<file path="src/common/eipc_pkg.sv">
// eipc_pkg: constants and carrier types for the second interrupt enable and
// priority bank and the two external interrupt inputs.
// assumes an 8-bit special-function bus driven by the core on the same clock.
package eipc_pkg;

  // special-function addresses
  localparam logic [7:0] EIPC_ADDR_ENABLE   = 8'h00E7; // enable bank two, all pages
  localparam logic [7:0] EIPC_ADDR_PRIORITY = 8'h00F7; // priority bank two, all pages
  localparam logic [7:0] EIPC_ADDR_EXTCFG   = 8'h00E4; // external input config
  localparam logic [7:0] EIPC_EXTCFG_PAGE   = 8'h0000; // config lives on page zero only

  // reset values
  localparam logic [3:0] EIPC_ENABLE_RESET   = 4'h0;
  localparam logic [3:0] EIPC_PRIORITY_RESET = 4'h0;
  localparam logic [7:0] EIPC_EXTCFG_RESET   = 8'h0001;

  // source bit positions inside the enable and priority banks
  localparam int EIPC_SRC_SPI1  = 3; // serial port one
  localparam int EIPC_SRC_OSCF  = 2; // clock oscillator fail
  localparam int EIPC_SRC_MATCH = 1; // port match
  localparam int EIPC_SRC_WARN  = 0; // supply early warning
  localparam int EIPC_NUM_SRC   = 4;
  localparam int EIPC_BANK_BITS = 4; // implemented low bits, 7:4 read zero

  // external config field layout, per input (index 0 = a, 1 = b)
  localparam int EIPC_CFG_FIELD = 4; // polarity + 3-bit select per input
  localparam int EIPC_CFG_POL   = 3; // polarity bit inside a field
  localparam int EIPC_SEL_BITS  = 3;

  // timer control register bits owned here (other bits read zero)
  localparam int EIPC_TIMER_CONTROL_REG_EDGE_A = 0; // edge mode, input a
  localparam int EIPC_TIMER_CONTROL_REG_PEND_A = 1; // pending, input a
  localparam int EIPC_TIMER_CONTROL_REG_EDGE_B = 2; // edge mode, input b
  localparam int EIPC_TIMER_CONTROL_REG_PEND_B = 3; // pending, input b

  // special-function bus request from the core
  typedef struct packed {
    logic [7:0] addr;  // special-function address
    logic [7:0] page;  // currently selected register page
    logic [7:0] wdata; // write data
    logic       wr;    // write strobe, one cycle
    logic       rd;    // read strobe, one cycle
  } eipc_sfr_req_t;

endpackage

</file>
<file path="src/verilog/eipc_ctrl.sv">
// eipc_ctrl: enable/priority bank two plus external interrupt inputs a and b.
// assumes single-cycle sfr strobes from the core, peripheral requests on the
// same clock, and port 0 pins arriving asynchronously.
//
// Contract
// - enable/priority bits 7:4 read zero, ignore writes
// - enable bit 3 gates serial port one
// - enable bit 2 gates oscillator fail
// - enable bit 1 gates port match
// - enable bit 0 gates supply warning
// - priority bits 3:0 give each source high/low
// - enable at E7, priority at F7, all pages
// - each external input has its own polarity
// - edge-mode bit chooses edge or level sensing
// - inputs watch pins without touching crossbar
// - pending flags at timer control bits 1, 3
// - edge sets pending, vectoring clears it
// - level mode pending follows active input level
// - three-bit select picks port 0 pin
// - config at E4 page zero, b high a low
`timescale 1ns/1ps
`default_nettype none
module eipc_ctrl
  import eipc_pkg::*;
(
  input  wire logic                    clk,            // system clock
  input  wire logic                    rst_n,          // async reset, active low
  input  wire eipc_sfr_req_t           sfr_req,        // core register access
  output logic [7:0]                   sfr_rdata,      // read data, cycle after rd
  input  wire logic [EIPC_NUM_SRC-1:0] src_req,        // peripheral requests
  output logic [EIPC_NUM_SRC-1:0]      src_irq,        // masked requests to core
  output logic [EIPC_NUM_SRC-1:0]      src_high_prio,  // priority per source
  input  wire logic [7:0]              port0_pins,     // raw port 0 pin levels
  input  wire logic [1:0]              ext_vector_ack, // core vectors to ext routine
  output logic [1:0]                   ext_pending,    // pending flags a, b
  output logic [1:0]                   ext_high_prio   // unused slot kept low
);

  // timer control address is not part of this block's map; fixed here as a localparam, not overridable by the caller
  localparam logic [7:0] TIMER_CTRL_ADDR = 8'h0088;

  // address decode, used for every register
  function automatic logic sfr_hit(input eipc_sfr_req_t r, input logic [7:0] a,
                                   input logic paged);
    sfr_hit = (r.addr == a) && (!paged || (r.page == EIPC_EXTCFG_PAGE));
  endfunction

  // register state
  logic [EIPC_BANK_BITS-1:0] enable_q;    // irq_enable_bank_two, low nibble
  logic [EIPC_BANK_BITS-1:0] priority_q;  // irq_priority_bank_two, low nibble
  logic [7:0]                extcfg_q;    // ext_irq_config
  logic [1:0]                edge_mode_q; // ext_a_edge_mode, ext_b_edge_mode
  logic [1:0]                pending_q;   // ext_a_pending, ext_b_pending
  logic [7:0]                rdata_q;
  logic [EIPC_NUM_SRC-1:0]   irq_q;
  logic [7:0]                pin_meta_q;  // first sync stage, read by second only
  logic [7:0]                pin_sync_q;  // second sync stage
  logic [1:0]                act_prev_q;  // last active level after polarity

  // decoded strobes
  wire hit_en   = sfr_hit(sfr_req, EIPC_ADDR_ENABLE, 1'b0);
  wire hit_pr   = sfr_hit(sfr_req, EIPC_ADDR_PRIORITY, 1'b0);
  wire hit_cfg  = sfr_hit(sfr_req, EIPC_ADDR_EXTCFG, 1'b1);
  wire hit_timer_control_reg = sfr_hit(sfr_req, TIMER_CTRL_ADDR, 1'b0);
  wire wr_en    = sfr_req.wr && hit_en;
  wire wr_pr    = sfr_req.wr && hit_pr;
  wire wr_cfg   = sfr_req.wr && hit_cfg;
  wire wr_timer_control_reg  = sfr_req.wr && hit_timer_control_reg;

  // per-input derived signals
  logic [1:0] act_now;   // selected pin at its active level
  logic [1:0] edge_seen; // inactive-to-active transition this cycle
  logic [1:0] pend_d;
  logic [1:0] timer_control_reg_edge_w;
  logic [1:0] timer_control_reg_pend_w;
  assign timer_control_reg_edge_w = {sfr_req.wdata[EIPC_TIMER_CONTROL_REG_EDGE_B], sfr_req.wdata[EIPC_TIMER_CONTROL_REG_EDGE_A]};
  assign timer_control_reg_pend_w = {sfr_req.wdata[EIPC_TIMER_CONTROL_REG_PEND_B], sfr_req.wdata[EIPC_TIMER_CONTROL_REG_PEND_A]};

  genvar gi;
  generate
    for (gi = 0; gi < 2; gi++) begin : g_ext
      // pin picked from the synchronised pad copy, so crossbar users are untouched
      wire [EIPC_SEL_BITS-1:0] sel = extcfg_q[gi*EIPC_CFG_FIELD +: EIPC_SEL_BITS];
      wire pol = extcfg_q[gi*EIPC_CFG_FIELD + EIPC_CFG_POL];
      assign act_now[gi]   = pin_sync_q[sel] ~^ pol;
      assign edge_seen[gi] = act_now[gi] && !act_prev_q[gi];
      // level mode tracks pin; edge mode: set beats both clears
      assign pend_d[gi] = !edge_mode_q[gi] ? act_now[gi] :
                          edge_seen[gi] ? 1'b1 :
                          ext_vector_ack[gi] ? 1'b0 :
                          wr_timer_control_reg ? timer_control_reg_pend_w[gi] : pending_q[gi];
    end
  endgenerate

  // read mux; unused upper bits padded with zero
  wire [7:0] timer_control_reg_rd = {4'h0, pending_q[1], edge_mode_q[1], pending_q[0], edge_mode_q[0]};
  wire [7:0] rd_mux  = hit_en  ? {4'h0, enable_q}   :
                       hit_pr  ? {4'h0, priority_q} :
                       hit_cfg ? extcfg_q :
                       hit_timer_control_reg ? timer_control_reg_rd : 8'h0000;

  // pin synchroniser, two flops before anything looks at the pin
  always_ff @(posedge clk or negedge rst_n) begin
    if (!rst_n) begin
      pin_meta_q <= 8'h0000;
      pin_sync_q <= 8'h0000;
    end else begin
      pin_meta_q <= port0_pins;
      pin_sync_q <= pin_meta_q;
    end
  end

  // bank two registers; only the low nibble exists, so upper writes vanish
  always_ff @(posedge clk or negedge rst_n) begin
    if (!rst_n) begin
      enable_q   <= EIPC_ENABLE_RESET;
      priority_q <= EIPC_PRIORITY_RESET;
    end else begin
      if (wr_en) enable_q <= sfr_req.wdata[EIPC_BANK_BITS-1:0];
      if (wr_pr) priority_q <= sfr_req.wdata[EIPC_BANK_BITS-1:0];
    end
  end

  // external configuration and edge-mode bits
  always_ff @(posedge clk or negedge rst_n) begin
    if (!rst_n) begin
      extcfg_q    <= EIPC_EXTCFG_RESET;
      edge_mode_q <= 2'b00;
    end else begin
      if (wr_cfg) extcfg_q <= sfr_req.wdata;
      if (wr_timer_control_reg) edge_mode_q <= timer_control_reg_edge_w;
    end
  end

  // pending flags and edge history; history seeded inactive, and the zeroed synchroniser
  // reads active at reset polarity, so both inputs see an edge in the first cycle after reset
  always_ff @(posedge clk or negedge rst_n) begin
    if (!rst_n) begin
      pending_q  <= 2'b00;
      act_prev_q <= 2'b00;
    end else begin
      pending_q  <= pend_d;
      act_prev_q <= act_now;
    end
  end

  // masked requests and read data, registered so outputs come from flops
  always_ff @(posedge clk or negedge rst_n) begin
    if (!rst_n) begin
      irq_q   <= '0;
      rdata_q <= 8'h0000;
    end else begin
      irq_q <= src_req & enable_q;
      if (sfr_req.rd) rdata_q <= rd_mux;
    end
  end

  assign sfr_rdata     = rdata_q;
  assign src_irq       = irq_q;
  assign src_high_prio = priority_q;
  assign ext_pending   = pending_q;
  assign ext_high_prio = 2'b00;

  // checks
  AST_UPPER_READ_ZERO: assert property (@(posedge clk) disable iff (!rst_n)
    sfr_req.rd && (hit_en || hit_pr) |=> sfr_rdata[7:4] == 4'h0)
    else $error("bank two upper bits read nonzero");
  AST_SPI_MASK: assert property (@(posedge clk) disable iff (!rst_n)
    !enable_q[EIPC_SRC_SPI1] && !wr_en |=> !src_irq[EIPC_SRC_SPI1])
    else $error("serial port one request passed while masked");
  AST_OSCF_MASK: assert property (@(posedge clk) disable iff (!rst_n)
    src_irq[EIPC_SRC_OSCF] == $past(src_req[EIPC_SRC_OSCF] && enable_q[EIPC_SRC_OSCF]))
    else $error("oscillator fail masking wrong");
  AST_MATCH_PASS: assert property (@(posedge clk) disable iff (!rst_n)
    enable_q[EIPC_SRC_MATCH] && src_req[EIPC_SRC_MATCH] |=> src_irq[EIPC_SRC_MATCH])
    else $error("enabled port match request lost");
  AST_WARN_MASK: assert property (@(posedge clk) disable iff (!rst_n)
    wr_en && !sfr_req.wdata[EIPC_SRC_WARN] |=> ##1 !src_irq[EIPC_SRC_WARN])
    else $error("supply warning passed after disable");
  AST_PRIO_WRITE: assert property (@(posedge clk) disable iff (!rst_n)
    wr_pr |=> src_high_prio == $past(sfr_req.wdata[3:0]))
    else $error("priority write not applied");
  AST_ANY_PAGE: assert property (@(posedge clk) disable iff (!rst_n)
    sfr_req.wr && sfr_req.addr == EIPC_ADDR_ENABLE |=> enable_q == $past(sfr_req.wdata[3:0]))
    else $error("enable write ignored on some page");
  AST_CFG_PAGED: assert property (@(posedge clk) disable iff (!rst_n)
    sfr_req.wr && sfr_req.addr == EIPC_ADDR_EXTCFG && sfr_req.page != EIPC_EXTCFG_PAGE
    |=> $stable(extcfg_q))
    else $error("config written from wrong page");
  AST_LEVEL_FOLLOW: assert property (@(posedge clk) disable iff (!rst_n)
    !edge_mode_q[0] |=> ext_pending[0] == $past(act_now[0]))
    else $error("level pending does not follow input");
  AST_ACK_CLEARS: assert property (@(posedge clk) disable iff (!rst_n)
    edge_mode_q[0] && ext_vector_ack[0] && !edge_seen[0] |=> !ext_pending[0])
    else $error("vectoring did not clear edge pending");
  AST_EDGE_SETS: assert property (@(posedge clk) disable iff (!rst_n)
    edge_mode_q[1] && edge_seen[1] |=> ext_pending[1])
    else $error("edge did not set pending");
  AST_PIN_PATH: assert property (@(posedge clk) disable iff (!rst_n)
    edge_mode_q[0] && $rose(act_now[0]) |=> ext_pending[0])
    else $error("active transition not latched");
  AST_TIMER_CONTROL_REG_READ: assert property (@(posedge clk) disable iff (!rst_n)
    sfr_req.rd && hit_timer_control_reg |=> sfr_rdata[EIPC_TIMER_CONTROL_REG_PEND_B] == $past(pending_q[1]))
    else $error("pending flag not at its timer control bit");
  COV_EDGE_ACK: cover property (@(posedge clk) disable iff (!rst_n)
    edge_mode_q[0] && ext_pending[0] ##[1:20] ext_vector_ack[0]);
  COV_LEVEL: cover property (@(posedge clk) disable iff (!rst_n)
    !edge_mode_q[1] && $rose(ext_pending[1]));
  COV_MASKED: cover property (@(posedge clk) disable iff (!rst_n)
    src_req[EIPC_SRC_SPI1] && !enable_q[EIPC_SRC_SPI1]);

endmodule
`default_nettype wire

</file>
<file path="config.mk">
export PLATFORM = sky130hd
export DESIGN_NAME = eipc_ctrl
export DESIGN_NICKNAME = d
export VERILOG_FILES = /design/src/common/eipc_pkg.sv /design/src/verilog/eipc_ctrl.sv
export SDC_FILE = /design/constraint.sdc
export NUM_CORES = 1
export LEC_CHECK = 0
export ABC_AREA = 1
export BUFFER_PORTS_ARGS = -buffer_cell sky130_fd_sc_hd__buf_2
export CAP_MARGIN = 40
export CORE_UTILIZATION = 50
export DETAILED_ROUTE_END_ITERATION = 12
export PLACE_DENSITY = 0.84
export SLEW_MARGIN = 40
export SYNTH_ARGS = -nofsm -noshare
export SYNTH_HDL_FRONTEND = slang
export SYNTH_SLANG_ARGS = --single-unit
export TNS_END_PERCENT = 5
</file>
<file path="constraint.sdc">
create_clock -name clk -period 2.41 [get_ports clk]
set_input_delay 0.482 -clock clk [delete_from_list [all_inputs] [get_ports clk]]
set_output_delay 0.482 -clock clk [all_outputs]
set_load 0.005 [all_outputs]
</file>
==> flow_summary.json <==
{
  "seq_area_frac_synth": 0.565,
  "start_util": 0.538,
  "nFillCells": 344,
  "worstMarginPinSlew_ns": 0.714,
  "timing.final.ws_setup_ns": 0.985,
  "ios": 62,
  "routedWlPerCell_um": 12.0,
  "antenna_cells": 0,
  "critical_path_class": "flop to flop",
  "start_kind": "flop",
  "synth_top_family_by_area": "simple AND/OR/NAND/NOR gates",
  "vias": 1847,
  "antenna_found_initial": 0,
  "clk_path_buf_depth": 2,
  "ys_types": 30,
  "hpwl_um": 3380,
  "gp_congestion": 0.849,
  "rr_startpoint": "extcfg_q[0]",
  "cts_buffers": 5,
  "finalCritPeriodShare": 0.591,
  "via_per_inst": 5.02,
  "pre_cts_slack_ns": 0.848,
  "p_leak_nw": 1.44,
  "syn2layout_area_growth_pct": 20.5,
  "die_x_um": 68.6,
  "r2r_setup_slack_ns": 0.99,
  "core_area_sq_mm": 0.00412,
  "synth_cells": 253,
  "die_h_um": 68.6,
  "min_path_type": "primary input to async pin",
  "endpoint_kind": "flop",
  "clk_pin_slew_ns": 0.10,
  "synth-adder-area-share": 0,
  "routed_wl_um": 4410,
  "track_usage": 0.206,
  "htreeDepth": 2,
  "cts_tree": "done",
  "post_cts_buffers": 0,
  "drc": 0,
  "finalSetupViolCount": 0,
  "power_mw": 1.61,
  "cts.sinks": 50,
  "tns_ns": 0,
  "drv_slew": 0,
  "ctsResizeCount": 0,
  "hold_viol": 0,
  "clock.fmax_ghz": 0.702,
  "rsz0062_at_grt": "no",
  "drt_iter0_markers": 152,
  "root_buffer": "clkbuf_8",
  "period_needed_ns": 1.42,
  "firstDrtPassIters": 5,
  "fin_skew_ns": 0.00841,
  "layout-drive-gt1-share": 0.283,
  "synthSimpleGateAreaFrac": 0.300,
  "clkLatencyLatePin_ns": 0.31,
  "grt_pass1_wl_um": 6930,
  "synthMuxAreaShare": 0,
  "power.density_mw_per_mm2": 604,
  "ant_nets": 0,
  "grt_overflow": 0,
  "maxSlewHeadroom": 0.524,
  "crit_required_ns": 2.61,
  "grt_pass1_vias": 1675,
  "r2r_end": "ext_pending[0]",
  "synth-xor-area-share": 0,
  "ys_ff_latch": 50,
  "synth_top_cell_by_area": "dfrtp_1",
  "avgSynthCellArea_sq_um": 8.76,
  "rows": 23,
  "grt_max_degree": 35,
  "synth.area.top_cells": "dfrtp_1 55%, nand2_1 14%, nand3_1 5.2%",
  "hold_buffers": 0,
  "dieArea_sq_mm": 0.00470,
  "cp_data_arrival_time_ns": 1.63,
  "status": "finished clean",
  "netlist.area_leader.share": 0.553,
  "synth_area_sq_mm": 0.00222,
  "cp-startpoint": "extcfg_q[0]",
  "synth_compound_area_frac": 0.0621,
  "ff2ff_path_depth": 9,
  "yosysWarningCount": 0,
  "nets": 359,
  "peakVddDrop_mv": 0.461,
  "maxCapViolCount": 0,
  "io_buffers": 59,
  "cp_max_fo": 6
}
[kinds of logic (layout without fill, tap and decap cells)]
family,after synthesis,after routing
buf+inv,36,100
simple gates,145,145
compound gates,21,21
other cells,1,2
flops,50,50
[worst max path at each step]
stage,slack (ns),end,depth (start not counted)
after floorplan,1.02,extcfg_q[3],10
after global placement,0.88,ext_pending[1],10
after detailed placement,0.85,ext_pending[0],10
after CTS,0.99,ext_pending[0],9
after global routing,0.91,ext_pending[0],9
final,0.99,ext_pending[0],9
[state kept, by name (all words and copies together), names as in the netlist]
| name | cells |
|---|---|
| pin_meta_q | 8 |
| sfr_rdata | 8 |
| act_prev_q | 2 |
| edge_mode_q | 2 |
| src_irq | 4 |
| extcfg_q | 8 |
| src_high_prio | 4 |
| enable_q | 4 |
| ext_pending | 2 |
| pin_sync_q | 8 |
[cell usage after synthesis, drive strengths merged]
library cell	n
nand2	89
dfrtp	49
inv	30
nand3	25
nor2	20
o21ai	14
buf	5
o31ai	4
nand4	3
o211ai	3
and2	2
nand3b	2
nor3	2
clkinv	1
conb	1
dfstp	1
nor2b	1
or2	1
[cells in the final DEF (no fill, tap or decap)]
cell type	n
nand2_1	84
buf_2	59
dfrtp_1	49
inv_1	25
nand3_1	23
nor2_1	18
o21ai_1	8
clkbuf_8	5
inv_2	4
o21ai_2	4
o31ai_1	4
nand4_1	3
nand2_2	3
o211ai_1	3
nand3b_1	2
and2_1	2
nand3_2	2
nand2_4	2
o21ai_0	2
conb_1	2
inv_6	2
buf_4	2
nor2_4	1
nor2_2	1
inv_4	1
or2_1	1
nor3_4	1
clkinv_1	1
nor3_1	1
nor2b_4	1
bufinv_16	1
dfstp_2	1
[worst max-delay path, stage by stage (launching register included)]
cell	delay, ns
dfstp_2	0.59
inv_2	0.07
nand2_1	0.06
nand3_1	0.07
nand3b_1	0.12
nand2_1	0.07
nand2_1	0.10
nand3_1	0.10
nand3_1	0.09
nand2_1	0.05
[metrics by stage]
step | std cells | area (sq um) | hold WS, ns | utilization
after floorplan | 254 | 2220 | 0.186 | -
after global placement | 360 | 2550 | 0.332 | 0.621
after detailed placement | 360 | 2550 | 0.336 | 0.621
after CTS | 368 | 2670 | 0.237 | 0.649
after global routing | 368 | 2670 | 0.256 | 0.649
final | 368 | 2670 | 0.217 | 0.649
[report_power, final]
part           internal, mW  switching [mW]
clock network         0.317           0.287
registers             0.868          0.0177
logic                0.0527          0.0714
total                  1.24           0.376
[final cells by class]
class | count | area (sq um) | area share
Clock buffer | 5 | 68.8 | 0.0258
Clock inverter | 3 | 47.5 | 0.0178
Inverter | 31 | 119 | 0.0445
Multi-Input combinational cell | 168 | 810 | 0.303
Sequential cell | 50 | 1250 | 0.469
Tap cell | 50 | 62.6 | 0.0234
Timing Repair Buffer | 61 | 310 | 0.116
[routing by layer]
layer | track usage | share of wire | vias to the layer above
li1 | - | - | 924
met1 | 0.248 | 0.43 | 856
met2 | 0.357 | 0.50 | 61
met3 | 0.0444 | 0.055 | 6
met4 | 0.0859 | 0.015 | 0
met5 | 0 | 0 | -
No activity file was read; power rests on OpenSTA's default activity.
